### src/logic/usbp_map.svh
// Register map, field positions and reset values of the shadow data port
// What this block does
// - Sixteen consecutive 32-bit words all alias the same receive/transmit data port.
// - Reading bits 7:0 returns the byte received on the serial input, or on the infrared input in infrared mode.
// - The read byte means something only while the receive data-valid flag is set.
// - With FIFOs off, a new character overwrites an unread byte and flags an overrun.
// - With FIFOs on, a read returns the oldest byte at the head of the receive FIFO.
// - With the receive FIFO full, a new character is dropped, the FIFO kept and an overrun flagged.
// - A written byte is sent on the serial output, or on the active-low infrared output in infrared mode.
// - With FIFOs off and the holding-empty flag set, one write clears that flag.
// - With FIFOs off, another write before the flag sets again replaces the pending byte.
// - With FIFOs on, as many writes as the FIFO depth, 16 by default, are taken before it is full.
// - A write while the transmit FIFO is full is dropped and the FIFO is left as it was.
`ifndef USBP_MAP_SVH
`define USBP_MAP_SVH
`define USBP_WIN_BASE    32'h5000_1130
`define USBP_SLOT2_ADDR  32'h5000_1138
`define USBP_CTRL_ADDR   32'h5000_1170
`define USBP_LSTAT_ADDR  32'h5000_1174
`define USBP_ISTAT_ADDR  32'h5000_1178
`define USBP_IMASK_ADDR  32'h5000_117c
`define USBP_WIN_LSB     6
`define USBP_CTRL_FIFO   0
`define USBP_CTRL_IR     1
`define USBP_LS_DR       0
`define USBP_LS_OVR      1
`define USBP_LS_TX_HOLDING_EMPTY_FLAG     5
`define USBP_LS_TEMT     6
`define USBP_EV_RX       0
`define USBP_EV_OVR      1
`define USBP_EV_TXE      2
`define USBP_EV_W        3
`define USBP_CTRL_RST    2'h0
`define USBP_MASK_RST    3'h0
`define USBP_SUB_LAST    4'hf
`define USBP_SUB_MID     4'h7
`define USBP_IR_PULSE    4'h3
`endif

### src/logic/usbp_pkg.sv
// Types shared by the shadow data port
package usbp_pkg;
  // Serial line states, Gray coded along idle-start-data-stop
  typedef enum logic [1:0] {
    LN_IDLE  = 2'b00,
    LN_START = 2'b01,
    LN_DATA  = 2'b11,
    LN_STOP  = 2'b10
  } usbp_line_t;
endpackage

### src/logic/usbp_uart_shadow_buffer_port.sv
// Shadow receive/transmit data port of the second UART with its FIFOs and line logic
//
// Design decision made here: strobed register access.
`include "usbp_map.svh"

module usbp_uart_shadow_buffer_port
#(
  parameter int FIFO_DEPTH = 16,
  parameter int TICK_DIV   = 8
)
(
  input  wire logic        clk,
  input  wire logic        sys_rst,
  input  wire logic [31:0] regAddr,
  input  wire logic [31:0] regWrData,
  input  wire logic        regWrite,
  input  wire logic        regRead,
  output logic      [31:0] regRdData,
  input  wire logic        serialIn,
  input  wire logic        irIn,
  output logic             serialOut,
  output logic             irOutN,
  output logic             irq
);

  localparam int PW = $clog2(FIFO_DEPTH);
  localparam int CW = PW + 1;
  localparam int DW = $clog2(TICK_DIV + 1);
  localparam logic [CW-1:0] DEPTH_C = CW'(FIFO_DEPTH);
  localparam logic [DW-1:0] DIV_LAST = DW'(TICK_DIV - 1);

  // Refuse depths the pointer wrap cannot serve and a zero divider
  if (FIFO_DEPTH < 2 || (FIFO_DEPTH & (FIFO_DEPTH - 1)) != 0 || TICK_DIV < 1)
  begin : g_bad_param
    $error("FIFO_DEPTH must be a power of two of at least 2, TICK_DIV at least 1");
  end

  // Control and status state
  logic [1:0]              ctrl;
  logic                    overrun;
  logic [`USBP_EV_W-1:0]   intStat;
  logic [`USBP_EV_W-1:0]   intMask;
  logic                    threPrev;

  // Receive FIFO
  logic [7:0]    rxMem [FIFO_DEPTH];
  logic [PW-1:0] rxRd;
  logic [PW-1:0] rxWr;
  logic [CW-1:0] rxCount;

  // Transmit FIFO
  logic [7:0]    txMem [FIFO_DEPTH];
  logic [PW-1:0] txRd;
  logic [PW-1:0] txWr;
  logic [CW-1:0] txCount;

  // Line side state
  logic [DW-1:0]         divCnt;
  logic                  irHeld;
  logic [2:0]            syncA [2];
  logic [1:0]            pinStable;
  usbp_pkg::usbp_line_t  txState;
  logic [3:0]            txSub;
  logic [2:0]            txBit;
  logic [7:0]            txShift;
  usbp_pkg::usbp_line_t  rxState;
  logic [3:0]            rxSub;
  logic [2:0]            rxBit;
  logic [7:0]            rxShift;
  logic                  rxDone;

  // Address decode
  wire fifoEn   = ctrl[`USBP_CTRL_FIFO];
  wire irMode   = ctrl[`USBP_CTRL_IR];
  wire [31:0] winOff = regAddr - `USBP_WIN_BASE;                 // Window is not 64-byte aligned
  wire winHit   = winOff[31:`USBP_WIN_LSB] == '0;
  wire ctrlHit  = regAddr == `USBP_CTRL_ADDR;
  wire lstatHit = regAddr == `USBP_LSTAT_ADDR;
  wire istatHit = regAddr == `USBP_ISTAT_ADDR;
  wire imaskHit = regAddr == `USBP_IMASK_ADDR;
  wire dataWr   = regWrite && winHit;
  wire dataRd   = regRead && winHit;
  wire ctrlWr   = regWrite && ctrlHit;
  wire flush    = ctrlWr && regWrData[`USBP_CTRL_FIFO] != fifoEn;

  // Receive FIFO control
  wire rxValid  = rxCount != '0;
  wire rxPop    = dataRd && rxValid;
  wire rxFull   = fifoEn ? rxCount == DEPTH_C : rxValid;
  wire rxBlock  = rxDone && rxFull && !rxPop;
  wire rxOver   = rxBlock && !fifoEn;
  wire rxDrop   = rxBlock && fifoEn;
  wire rxPush   = rxDone && !rxOver && !rxDrop;
  wire overEv   = rxBlock;

  // Transmit FIFO control
  wire txIdle   = txState == usbp_pkg::LN_IDLE;
  wire txEmpty  = txCount == '0;
  wire txPop    = txIdle && !txEmpty;
  wire txFull   = fifoEn ? txCount == DEPTH_C : !txEmpty;
  wire txPush   = dataWr && (!txFull || (!fifoEn && txPop));
  wire txOver   = dataWr && !fifoEn && !txEmpty && !txPop;
  wire tx_holding_empty_flag     = txEmpty;
  wire threEv   = tx_holding_empty_flag && !threPrev;

  // Line status word
  wire [31:0] lstatWord = {25'h0, txEmpty && txIdle, tx_holding_empty_flag, 3'h0, overrun, rxValid};

  // Read selection; data port upper bits read as zero
  wire [31:0] readMux =
    winHit   ? {24'h0, rxMem[rxRd]} :
    ctrlHit  ? {30'h0, ctrl} :
    lstatHit ? lstatWord :
    istatHit ? {29'h0, intStat} :
    imaskHit ? {29'h0, intMask} : 32'h0;

  wire [`USBP_EV_W-1:0] events = {threEv, overEv, rxPush};
  wire [`USBP_EV_W-1:0] clrBits =
    (regWrite && istatHit) ? regWrData[`USBP_EV_W-1:0] : '0;

  // Bus read data stands only in the cycle after the strobe
  always_ff @(posedge clk)
  begin
    regRdData <= (regRead && !sys_rst) ? readMux : 32'h0;
  end

  // Control and mask registers
  always_ff @(posedge clk)
  begin
    if (sys_rst)
    begin
      ctrl    <= `USBP_CTRL_RST;
      intMask <= `USBP_MASK_RST;
    end
    else
    begin
      if (ctrlWr)
        ctrl <= regWrData[1:0];
      if (regWrite && imaskHit)
        intMask <= regWrData[`USBP_EV_W-1:0];
    end
  end

  // Overrun flag clears on line status read, a new overrun wins
  always_ff @(posedge clk)
  begin
    overrun <= !sys_rst && (overEv || (overrun && !(regRead && lstatHit)));
  end

  // Sticky event bits, write one to clear, set wins
  always_ff @(posedge clk)
  begin
    if (sys_rst)
    begin
      intStat  <= '0;
      threPrev <= 1'b1;
      irq      <= 1'b0;
    end
    else
    begin
      intStat  <= (intStat & ~clrBits) | events;
      threPrev <= tx_holding_empty_flag;
      irq      <= |(((intStat & ~clrBits) | events) & intMask);
    end
  end

  // Receive FIFO storage
  always_ff @(posedge clk)
  begin
    if (rxPush)
      rxMem[rxWr] <= rxShift;
    else if (rxOver)
      rxMem[rxRd] <= rxShift;
  end

  // Receive FIFO pointers; a full FIFO keeps its contents
  always_ff @(posedge clk)
  begin
    if (sys_rst || flush)
    begin
      rxRd    <= '0;
      rxWr    <= '0;
      rxCount <= '0;
    end
    else
    begin
      if (rxPush)
        rxWr <= rxWr + 1'b1;
      if (rxPop)
        rxRd <= rxRd + 1'b1;
      rxCount <= rxCount + CW'(rxPush) - CW'(rxPop);
    end
  end

  // Transmit FIFO storage; a pending byte is replaced without FIFOs
  always_ff @(posedge clk)
  begin
    if (txPush)
      txMem[txWr] <= regWrData[7:0];
    else if (txOver)
      txMem[txRd] <= regWrData[7:0];
  end

  // Transmit FIFO pointers; writes to a full FIFO are dropped
  always_ff @(posedge clk)
  begin
    if (sys_rst || flush)
    begin
      txRd    <= '0;
      txWr    <= '0;
      txCount <= '0;
    end
    else
    begin
      if (txPush)
        txWr <= txWr + 1'b1;
      if (txPop)
        txRd <= txRd + 1'b1;
      txCount <= txCount + CW'(txPush) - CW'(txPop);
    end
  end

  // Sixteen-times oversampling enable, one cycle in TICK_DIV
  wire tick = divCnt == DIV_LAST;
  always_ff @(posedge clk)
  begin
    divCnt <= (sys_rst || tick) ? '0 : divCnt + 1'b1;
  end

  // Pin synchronisers: a level counts once stages two and three agree
  for (genvar gi = 0; gi < 2; gi++)
  begin : g_sync
    wire pinIn = (gi == 0) ? serialIn : irIn;
    always_ff @(posedge clk)
    begin
      if (sys_rst)
      begin
        syncA[gi]     <= {3{gi == 0}};
        pinStable[gi] <= (gi == 0);
      end
      else
      begin
        syncA[gi] <= {syncA[gi][1:0], pinIn};
        if (syncA[gi][1] == syncA[gi][2])
          pinStable[gi] <= syncA[gi][2];
      end
    end
  end

  // Infrared zero pulses are short, so one is held until the cell's sample point
  wire rxMid    = rxState == usbp_pkg::LN_START ? rxSub == `USBP_SUB_MID :
                  rxState != usbp_pkg::LN_IDLE && rxSub == `USBP_SUB_LAST;
  wire rxSample = tick && rxMid;
  wire rxLine   = irMode ? !(irHeld || pinStable[1]) : pinStable[0];

  // Transmit bit value by state
  wire txBitVal = (txState == usbp_pkg::LN_START) ? 1'b0 :
                  (txState == usbp_pkg::LN_DATA) ? txShift[0] : 1'b1;
  wire subEnd   = txSub == `USBP_SUB_LAST;

  // Transmit shifter
  always_ff @(posedge clk)
  begin
    if (sys_rst)
    begin
      txState <= usbp_pkg::LN_IDLE;
      txSub   <= '0;
      txBit   <= '0;
      txShift <= '0;
    end
    else if (txPop)
    begin
      txShift <= txMem[txRd];
      txState <= usbp_pkg::LN_START;
      txSub   <= '0;
      txBit   <= '0;
    end
    else if (tick && !txIdle)
    begin
      txSub <= txSub + 1'b1;
      if (subEnd)
      begin
        unique case (txState)
          usbp_pkg::LN_START: txState <= usbp_pkg::LN_DATA;
          usbp_pkg::LN_DATA:
          begin
            txShift <= {1'b1, txShift[7:1]};
            txBit   <= txBit + 1'b1;
            if (txBit == 3'h7)
              txState <= usbp_pkg::LN_STOP;
          end
          usbp_pkg::LN_STOP: txState <= usbp_pkg::LN_IDLE;
          usbp_pkg::LN_IDLE: txState <= usbp_pkg::LN_IDLE;
        endcase
      end
    end
  end

  // Line outputs: serial level, or short low pulses for infrared zeros
  always_ff @(posedge clk)
  begin
    if (sys_rst)
    begin
      serialOut <= 1'b1;
      irOutN    <= 1'b1;
    end
    else
    begin
      serialOut <= irMode | txBitVal;
      irOutN    <= !(irMode && !txBitVal && txSub < `USBP_IR_PULSE);
    end
  end

  // Receive shifter, samples each bit mid-cell
  always_ff @(posedge clk)
  begin
    if (sys_rst)
    begin
      rxState <= usbp_pkg::LN_IDLE;
      rxSub   <= '0;
      rxBit   <= '0;
      rxShift <= '0;
      rxDone  <= 1'b0;
      irHeld  <= 1'b0;
    end
    else
    begin
      rxDone <= 1'b0;
      irHeld <= rxSample ? 1'b0 : irHeld || pinStable[1];
      if (tick)
      begin
        rxSub <= rxSub + 1'b1;
        unique case (rxState)
          usbp_pkg::LN_IDLE:
          begin
            rxSub <= '0;
            if (!rxLine)
              rxState <= usbp_pkg::LN_START;
          end
          usbp_pkg::LN_START:
            if (rxSub == `USBP_SUB_MID)
            begin
              rxSub   <= '0;
              rxBit   <= '0;
              rxState <= rxLine ? usbp_pkg::LN_IDLE : usbp_pkg::LN_DATA;
            end
          usbp_pkg::LN_DATA:
            if (rxSub == `USBP_SUB_LAST)
            begin
              rxShift <= {rxLine, rxShift[7:1]};
              rxBit   <= rxBit + 1'b1;
              if (rxBit == 3'h7)
                rxState <= usbp_pkg::LN_STOP;
            end
          usbp_pkg::LN_STOP:
            if (rxSub == `USBP_SUB_LAST)
            begin
              rxDone  <= rxLine;
              rxState <= usbp_pkg::LN_IDLE;
            end
        endcase
      end
    end
  end

endmodule

### config.mk
export PLATFORM = sky130hd
export DESIGN_NAME = usbp_uart_shadow_buffer_port
export DESIGN_NICKNAME = d
export VERILOG_FILES = /design/src/logic/usbp_pkg.sv /design/src/logic/usbp_uart_shadow_buffer_port.sv
export VERILOG_INCLUDE_DIRS = /design/src /design/src/logic
export SDC_FILE = /design/constraint.sdc
export NUM_CORES = 1
export LEC_CHECK = 0
export ABC_AREA = 0
export BUFFER_PORTS_ARGS = -buffer_cell sky130_fd_sc_hd__buf_2
export CORE_MARGIN = 8
export CORE_UTILIZATION = 45
export CTS_CLUSTER_DIAMETER = 80
export DETAILED_ROUTE_END_ITERATION = 16
export GPL_TIMING_DRIVEN = 0
export PLACE_DENSITY = 0.69
export SLEW_MARGIN = 0
export SYNTH_ARGS = -nofsm -noshare
export SYNTH_HDL_FRONTEND = slang
export SYNTH_SLANG_ARGS = --single-unit
### constraint.sdc
create_clock -name clk -period 7.3 [get_ports clk]
set_input_delay 1.46 -clock clk [delete_from_list [all_inputs] [get_ports clk]]
set_output_delay 1.46 -clock clk [all_outputs]
set_load 0.03 [all_outputs]
==> After elaboration in Yosys (flattened, before gate mapping) <==
Memory sizes are Yosys's and may differ from the RTL's. A register that Yosys moved wholly into a read port is not among the register bits.
Index checks and enable logic that the tools add are counted.
{ "totals": {"output_inout_bits": 35, "reg_bits": 113, "ram_bits": 262, "n_memories": 3, "elab_cells": 219} }
{ "memory_table": {"columns": ["name", "depth", "word_bits", "read_ports", "rd_clocked_by_memory_dff", "write_ports", "line", "source"], "rows": [
  ["rxMem", 16, 8, 1, 1, 1, "usbp_uart_shadow_buffer_port.sv:46", "logic [7:0] rxMem [FIFO_DEPTH];"],
  ["txMem", 16, 8, 1, 1, 1, "usbp_uart_shadow_buffer_port.sv:52", "logic [7:0] txMem [FIFO_DEPTH];"],
  ["syncA", 2, 3, 2, 0, 2, "usbp_uart_shadow_buffer_port.sv:60", "logic [2:0] syncA [2];"]
]} }
{ "classes": {"n_reduce_logical": 74, "n_bitwise": 11, "n_mux": 58, "magnitude_cmp": 1, "addsub": 14, "n_eq_ne": 28} }
{ "op_table": {"columns": ["cell", "count"], "rows": [
  ["32-bit by 31-bit == test with 1-bit output, second input constant", 4],
  ["8-bit two-way mux", 7],
  ["32-bit by 31-bit subtractor with 32-bit output, second input constant", 1],
  ["1-bit logical AND", 30],
  ["4-bit by 1-bit adder with 4-bit output, second input constant", 7],
  ["4-bit two-way mux", 7],
  ["26-bit logical NOT", 1],
  ["1-bit two-way mux", 24],
  ["3-bit two-way mux", 7],
  ["8-bit OR reduction", 2],
  ["3-bit AND reduction", 5],
  ["1-bit logical NOT", 14],
  ["2-bit two-way mux", 7],
  ["7-bit two-way mux", 2],
  ["5-bit by 1-bit adder with 5-bit output", 2],
  ["5-bit == test, second input constant", 2],
  ["2-bit nonzero test", 5],
  ["5-bit by 1-bit subtractor with 5-bit output", 2],
  ["2-bit == test, second input constant", 4],
  ["4-bit by 3-bit == test with 1-bit output, second input constant", 2],
  ["4-bit == test, second input constant", 2],
  ["2-bit inequality test, second input constant", 4],
  ["2-bit one-hot mux with 4 select lines", 1],
  ["4-bit one-hot mux with 2 select lines", 1],
  ["other kinds (25)", 43]
]} }

==> Longest topological paths before layout <==
Gate-level depths: netlist of run 1.
{ "depth": {"ltp_word": 14, "ltp_mapped": 17} }

==> Worst setup path before layout of run 1 <==
Ideal clock, no wire load.
{ "synth_path": {"path_type": "input to register", "start": "input regAddr[13]", "end": "register txCount[4]", "setup_ns": 0.139, "path_buffers": 1, "required_ns": 7.161, "setup_slack_ns": 2.038, "arrival_time_ns": 5.123, "stages": 16, "cell_sequence": "or4_4 > or4_4 > or4_1 > and3_1 > buf_6 > nor4_4 > inv_1 > ha_1 > inv_1 > ha_1 > fa_1 > a21oi_1 > nor2_1 > nor2_1 > xnor2_1 > nor2_1"} }
{ "synth_via": {"elab_chain_len": 6, "elab_cells_between_ends": 10} }
{ "synth_rtl": {"columns": ["element", "line", "source"], "rows": [
  ["start: declaration", "usbp_uart_shadow_buffer_port.sv:14", "input wire logic [31:0] regAddr,"],
  ["32-bit by 31-bit subtractor with 32-bit output (no line)", null, null],
  ["26-bit logical NOT", "usbp_uart_shadow_buffer_port.sv:76", "wire winHit = winOff[31:`USBP_WIN_LSB] == '0;"],
  ["1-bit logical AND", "usbp_uart_shadow_buffer_port.sv:81", "wire dataWr = regWrite && winHit;"],
  ["1-bit logical AND", "usbp_uart_shadow_buffer_port.sv:101", "wire txPush = dataWr && (!txFull || (!fifoEn && txPop));"],
  ["5-bit by 1-bit adder with 5-bit output", "usbp_uart_shadow_buffer_port.sv:219", "txCount <= txCount + CW'(txPush) - CW'(txPop);"],
  ["5-bit by 1-bit subtractor with 5-bit output", "usbp_uart_shadow_buffer_port.sv:219", null],
  ["end signal: assignment", "usbp_uart_shadow_buffer_port.sv:219", null],
  ["end: declaration", "usbp_uart_shadow_buffer_port.sv:55", "logic [CW-1:0] txCount;"]
]} }
Parallel ways exist; a longest one is shown, timed or not.
A chain may end at the register's enable or synchronous reset.

==> Worst setup path in the final report of run 1 <==
Same ends and word-level chain as after synthesis.

==> results of run 1 <==
==> worst paths after layout <==
| kind | start | to | slack, ns | depth (start not counted) |
|---|---|---|---|---|
| min reg2reg | syncA[0][0] | syncA[0][1] | 0.41 | 1 |
| max | regAddr[13] | txCount[4] | 2.03 | 16 |
| max reg2reg | txCount[3] | txCount[4] | 3.46 | 16 |
| min | syncA[0][0] | syncA[0][1] | 0.41 | 1 |
==> area by class of cell <==
cell class / instances / share of cell area
tap: 448 / 0.0327
buffer: 65 / 0.0203
clock inverter: 18 / 0.00744
multi-input combinational: 543 / 0.291
inverter: 22 / 0.00481
clock buffer: 50 / 0.0593
timing repair buffer: 55 / 0.0160
sequential: 359 / 0.568
==> sequential cells by signal, indices dropped and copies added, names as in the netlist, 5 cells and up, named ones only <==
| name | cells |
|---|---|
| txShift | 8 |
| syncA | 6 |
| txCount | 5 |
| regRdData | 8 |
| rxMem | 128 |
| txMem | 128 |
| rxShift | 8 |
| rxCount | 5 |
==> report_power, final <==
group          internal, mW  total (mW)  switching [mW]
registers              2.22        2.26          0.0387
logic                 0.287       0.618           0.331
clock network          1.02        1.76           0.740
total                  3.52        4.63            1.11
==> kinds of logic after synthesis <==
logic type	Yosys count	share of synthesized area
adder cells (fa/ha/maj)	25	0.0219
AND/OR/NAND/NOR	255	0.0919
other	1	0.000250
AO/OA/AOI/OAI	100	0.0466
XOR/XNOR	21	0.0123
flip-flops	359	0.651
buffers and inverters	87	0.0288
multiplexers	118	0.147
==> cell usage after synthesis, types with 3 or more instances <==
| cell type | count | area, µm² |
|---|---|---|
| and3_1 | 8 | 50.1 |
| clkbuf_1 | 28 | 105 |
| a21oi_1 | 29 | 145 |
| nand2b_1 | 9 | 56.3 |
| o21a_1 | 3 | 22.5 |
| nand4_1 | 11 | 68.8 |
| buf_4 | 24 | 180 |
| o21ai_0 | 13 | 65.1 |
| nand3b_1 | 4 | 30.0 |
| nor2_1 | 92 | 345 |
| nor2b_1 | 15 | 93.8 |
| mux4_2 | 82 | 1850 |
| and2_1 | 4 | 25.0 |
| inv_1 | 21 | 78.8 |
| a22o_1 | 3 | 26.3 |
| nor3_1 | 11 | 55.1 |
| dfxtp_1 | 103 | 2060 |
| nand2_1 | 36 | 135 |
| a211oi_1 | 10 | 75.1 |
| nand3_1 | 14 | 70.1 |
| edfxtp_1 | 256 | 7690 |
| buf_1 | 11 | 41.3 |
| xnor2_1 | 13 | 114 |
| a31oi_1 | 3 | 18.8 |
| or2_2 | 8 | 50.1 |
| nor4b_1 | 3 | 26.3 |
| mux2i_1 | 34 | 340 |
| o32ai_1 | 15 | 131 |
| or4_1 | 7 | 52.6 |
| or3_1 | 10 | 62.6 |
| xor2_1 | 8 | 70.1 |
| ha_1 | 23 | 288 |
==> metal layers <==
layer  global-route usage  wire length (µm)  up-vias
li1                     -                 -     3949
met1                0.195             12700     4217
met2                0.282             15800      172
met3               0.0283              1280       44
met4               0.0409               616        0
met5                    0                 0        -
==> results_dict.tcl, run 1 <==
set metrics [dict create \
    syn_area_um2 15000 \
    multi_input_area_um2 5000 \
    grt_setup_unrepaired "false" \
    postLayoutSetupSlackWorst_ns 2.03 \
    grt_pass1_vias 8697 \
    die_w_um 198 \
    stdcell_count 1560 \
    nNetsFinal 1179 \
    yosysWarnings 0 \
    clockBufferDepth 3 \
    rows 67 \
    fillers 2732 \
    final_cell_mix "edfxtp_1, dfxtp_1, nor2_1" \
    p_total_mw 4.63 \
    tns_ns 0 \
    place_congestion 0.795 \
    die_area_um2 39400 \
    startpoint_type "primary input" \
    insertion_delay_ns 0.52 \
    syn_avg_cell_area_um2 15.5 \
    place_area_um2 16000 \
    postCtsHoldBufs 0 \
    fp.coreArea_um2 33200 \
    wl_um 30300 \
    clock-sinks 359 \
    postRouteAntennaNets 0 \
    cts_buffers 38 \
    ios 105 \
    port_buffers 55 \
    drtIter0Drc 525 \
    crit_path_frequent_cell "nor2_1" \
    fmax_mhz 190 \
    max_stage_delay_ns 0.55 \
    initial_utilization 0.451 \
    antenna_cells 0 \
    synth_edf_count 256 \
    power_leakage_nw 5.82 \
    hold_viol 0 \
    vias_per_cell 5.37 \
    dpl.hpwl_um 21900 \
    worst-path-buf-inv 3 \
    max-slew-margin-rel 0.133 \
    ctsResizeCount 0 \
    report.final.slew_viol_count 0 \
    synth_seq_area_share 0.651 \
    crit_fanout 7 \
    area_delta_synth_final_pct 14.5 \
    drv_cap 0 \
    worstHoldPathType "flop to flop" \
    drcViolationCount 0 \
    wl_per_cell_um 19.4 \
    period_minus_slack_ns 5.27 \
    fin_area_um2 17200 \
    cp_slowest_cell "nor4_4" \
    final_common_cell "edfxtp_1" \
    status "finished, final reports clean" \
    critPathCaptureType "flop" \
    finClkSkew_ns 0.0145 \
    hold_slack_ns 0.408 \
    netlist_instances 966 \
    num_vias 8382 \
    dr.pass1.iters 5 \
    tightest_slew_ns 1.30 \
    cts_root_buf "clkbuf_16" \
    cts_tree "done" \
    min_period_over_period 0.722 \
    placedCellCount 1492 \
    synth-seq-cells 359 \
    antenna_found_initial 0 \
    clkTransAtPathRegs_ns 0.06 \
    die_h_um 198 \
    cts_setup_buffers 0 \
    regArea_um2 9750 \
    cp_top_family "simple AND/OR/NAND/NOR gates" \
    grt_overflow_total 0 \
    vdd_drop_max_v 0.000166 \
    cp_data_arrival_time_ns 5.64 \
    worst-setup-path-type "primary input to flop" \
    drive_above_1_share 0.232 \
    synth_cell_types 73 \
    power_density_nw_per_um2 270 \
    htree_num_levels 2 \
    grt_max_degree 21 \
    crit_chain "buf_2, or4_4, or4_4, nor4_1, nand4_2, nor4_4, inv_1, ha_1, inv_1, ha_1, fa_1, a21oi_1, nor2_1, nor2_1, xnor2_1, nor2_1" \
    grt_pass1_wl_um 48600 \
    synthArstFlopShare 0 \
    setup_viol 0 \
    pre_cts_ws_ns 1.51 \
    post-route-util 0.517 \
    ys.flop_type "edfxtp_1" \
    crit_required_ns 7.67 \
    grt_use_total 0.158 \
]
No activity file was read; power rests on OpenSTA's default activity.
==> inputs of run 2 (changes only) <==
==> constraint.sdc (replaced) <==
create_clock -name clk -period 4.95 [get_ports clk]
set_input_delay 0.99 -clock clk [delete_from_list [all_inputs] [get_ports clk]]
set_output_delay 0.99 -clock clk [all_outputs]
set_load 0.03 [all_outputs]
==> run 2 against run 1 <==
Effect of this change:
- combinational power rose by 47%
- power is 47% higher
- non-clock buffer count is the same
- worst hold slack got worse by 0.00062 ns
- die area stayed put
- wire length fell by 0.26%
- highest routed layer unchanged
- setup slack got worse by 1.8 ns
- first-iteration DRC count down 6.3%
- cell count unchanged
- sequential power grew 47%
- flip-flop and latch count did not move
- register-to-register slack got worse by 2.3 ns
==> results_dict.tcl, run 2 (synthesis gave the netlist of run 1 again) <==
set metrics [dict create \
    final_cell_mix "edfxtp_1, dfxtp_1, nor2_1" \
    clock-sinks 359 \
    placedCellCount 1492 \
    cts_buffers 38 \
    grt_setup_unrepaired "false" \
    fillers 2733 \
    grt_max_degree 21 \
    drcViolationCount 0 \
    grt_pass1_vias 8697 \
    power.share.combinational 0.133 \
    startpoint_type "primary input" \
    switching_power_mw 1.63 \
    worstHoldPathType "flop to flop" \
    fp.coreArea_um2 33200 \
    area_delta_synth_final_pct 14.6 \
    hold_viol 0 \
    pwr-share-clk 0.380 \
    clockBufferDepth 3 \
    vdd_drop_max_v 0.000244 \
    antenna_cells 0 \
    rr_startpoint "txCount[3]" \
    wl_um 30300 \
    p_int_mw 5.20 \
    hold_start "syncA[0][0]" \
    postCtsHoldBufs 0 \
    min_period_over_period 0.962 \
    die_w_um 198 \
    worst-setup-path-type "primary input to flop" \
    finClkSkew_ns 0.0143 \
    status "finished, final reports clean" \
    ios 105 \
    dpl.hpwl_um 21900 \
    postRouteAntennaNets 0 \
    die_area_um2 39400 \
    grt_pass1_wl_um 48600 \
    wl_per_cell_um 19.4 \
    htree_num_levels 2 \
    crit_fanout 10 \
    sequentialPowerShare 0.487 \
    crit_start "regAddr[13]" \
    rows 67 \
    tightest_slew_ns 1.26 \
    drtIter0Drc 492 \
    report.final.slew_viol_count 0 \
    grt_overflow_total 0 \
    port_buffers 55 \
    power_density_nw_per_um2 398 \
    cts_root_buf "clkbuf_16" \
    top_regs "rxMem: 128 flops, txMem: 128 flops" \
    crit_path_frequent_cell "nor2_1" \
    max-slew-margin-rel 0.156 \
    fmax_mhz 210 \
    drv_cap 0 \
    period_minus_slack_ns 4.76 \
    max_stage_delay_ns 0.54 \
    setup_viol 0 \
    cts_tree "done" \
    power_leakage_nw 5.82 \
    hold_slack_ns 0.407 \
    critPathCaptureType "flop" \
    cp_data_arrival_time_ns 5.12 \
    antenna_found_initial 0 \
    drive_above_1_share 0.233 \
    place_congestion 0.795 \
    nNetsFinal 1179 \
    final_common_cell "edfxtp_1" \
    insertion_delay_ns 0.52 \
    initial_utilization 0.451 \
    crit_chain "buf_2, or4_4, or4_4, or4_1, and3_1, buf_6, nor2_2, o21ai_2, buf_6, ha_1, inv_1, ha_1, fa_1, a21oi_1, nor2_1, nor2_1, xnor2_1, nor2_1" \
    grt_use_total 0.158 \
    cp_slowest_cell "or4_4" \
    stdcell_count 1560 \
    dr.pass1.iters 4 \
    die_h_um 198 \
    num_vias 8348 \
    clkTransAtPathRegs_ns 0.06 \
    crit_required_ns 5.31 \
    netSwitchingFraction 0.239 \
    vias_per_cell 5.35 \
]
run 2: cell types whose count changed in the layout (fill, tap and decap cells not counted):
cell,delta
nor4_1,-1
nor4_2,+1
run 2: stage by stage:
step | setup TNS (ns) | cell area (µm²) | total power [mW] | utilization | worst slack (ns)
2_1_floorplan | 0 | 15100 | 4.06 | - | 0.158
3_3_place_gp | -27.94 | 15900 | 4.28 | 0.479 | -0.359
3_5_place_dp | -5.47 | 16000 | 4.31 | 0.482 | -0.374
4_1_cts | 0 | 17100 | 6.90 | 0.516 | 0.170
5_1_grt | 0 | 17200 | 7.12 | 0.517 | 0.0112
6_report | 0 | 17200 | 6.83 | 0.517 | 0.190
run 2: worst paths after layout:
| path | to | slack (ns) | cells past startpoint |
|---|---|---|---|
| max | rxCount[4] | 0.19 | 18 |
| min | syncA[0][1] | 0.41 | 1 |
| max reg2reg | txCount[4] | 1.12 | 16 |
| min reg2reg | syncA[0][1] | 0.41 | 1 |
run 2: area by class of cell:
| type | instances | area, µm² | share of cell area |
|---|---|---|---|
| multi-input cells | 543 | 5000 | 0.291 |
| repair buffers | 55 | 275 | 0.0160 |
| well taps | 448 | 561 | 0.0327 |
| clock buffers | 50 | 1020 | 0.0593 |
| inverters | 22 | 82.6 | 0.00481 |
| plain buffers | 65 | 349 | 0.0203 |
| flip-flops and latches | 359 | 9750 | 0.568 |
| clock inverters | 18 | 128 | 0.00743 |
run 2: power groups by stage:
stage | clock [mW] | combinational (mW) | sequential, mW
after floorplan | 0 | 0.679 | 3.38
after global placement | 0 | 0.897 | 3.39
after detailed placement | 0 | 0.920 | 3.39
after CTS | 2.65 | 0.924 | 3.33
after global routing | 2.77 | 1.02 | 3.33
final | 2.59 | 0.910 | 3.33
run 2: repair_timing:
item,4_1_cts,5_1_grt
gates resized for setup,0,1
endpoints found under the setup margin,0,2
buffers inserted,0,0
run 2: layer usage:
metal	wire (µm)	track usage
met2	15900	0.282
met3	1230	0.0283
met5	0	0
met1	12600	0.195
met4	588	0.0409
run 2: critical path, delay by kind of cell:
kind            cells  cell delay (ns)
compound gates      2             0.37
xor+xnor            1             0.13
fa+ha+maj           3             0.90
buf+inv             4             0.54
simple gates        8             2.17
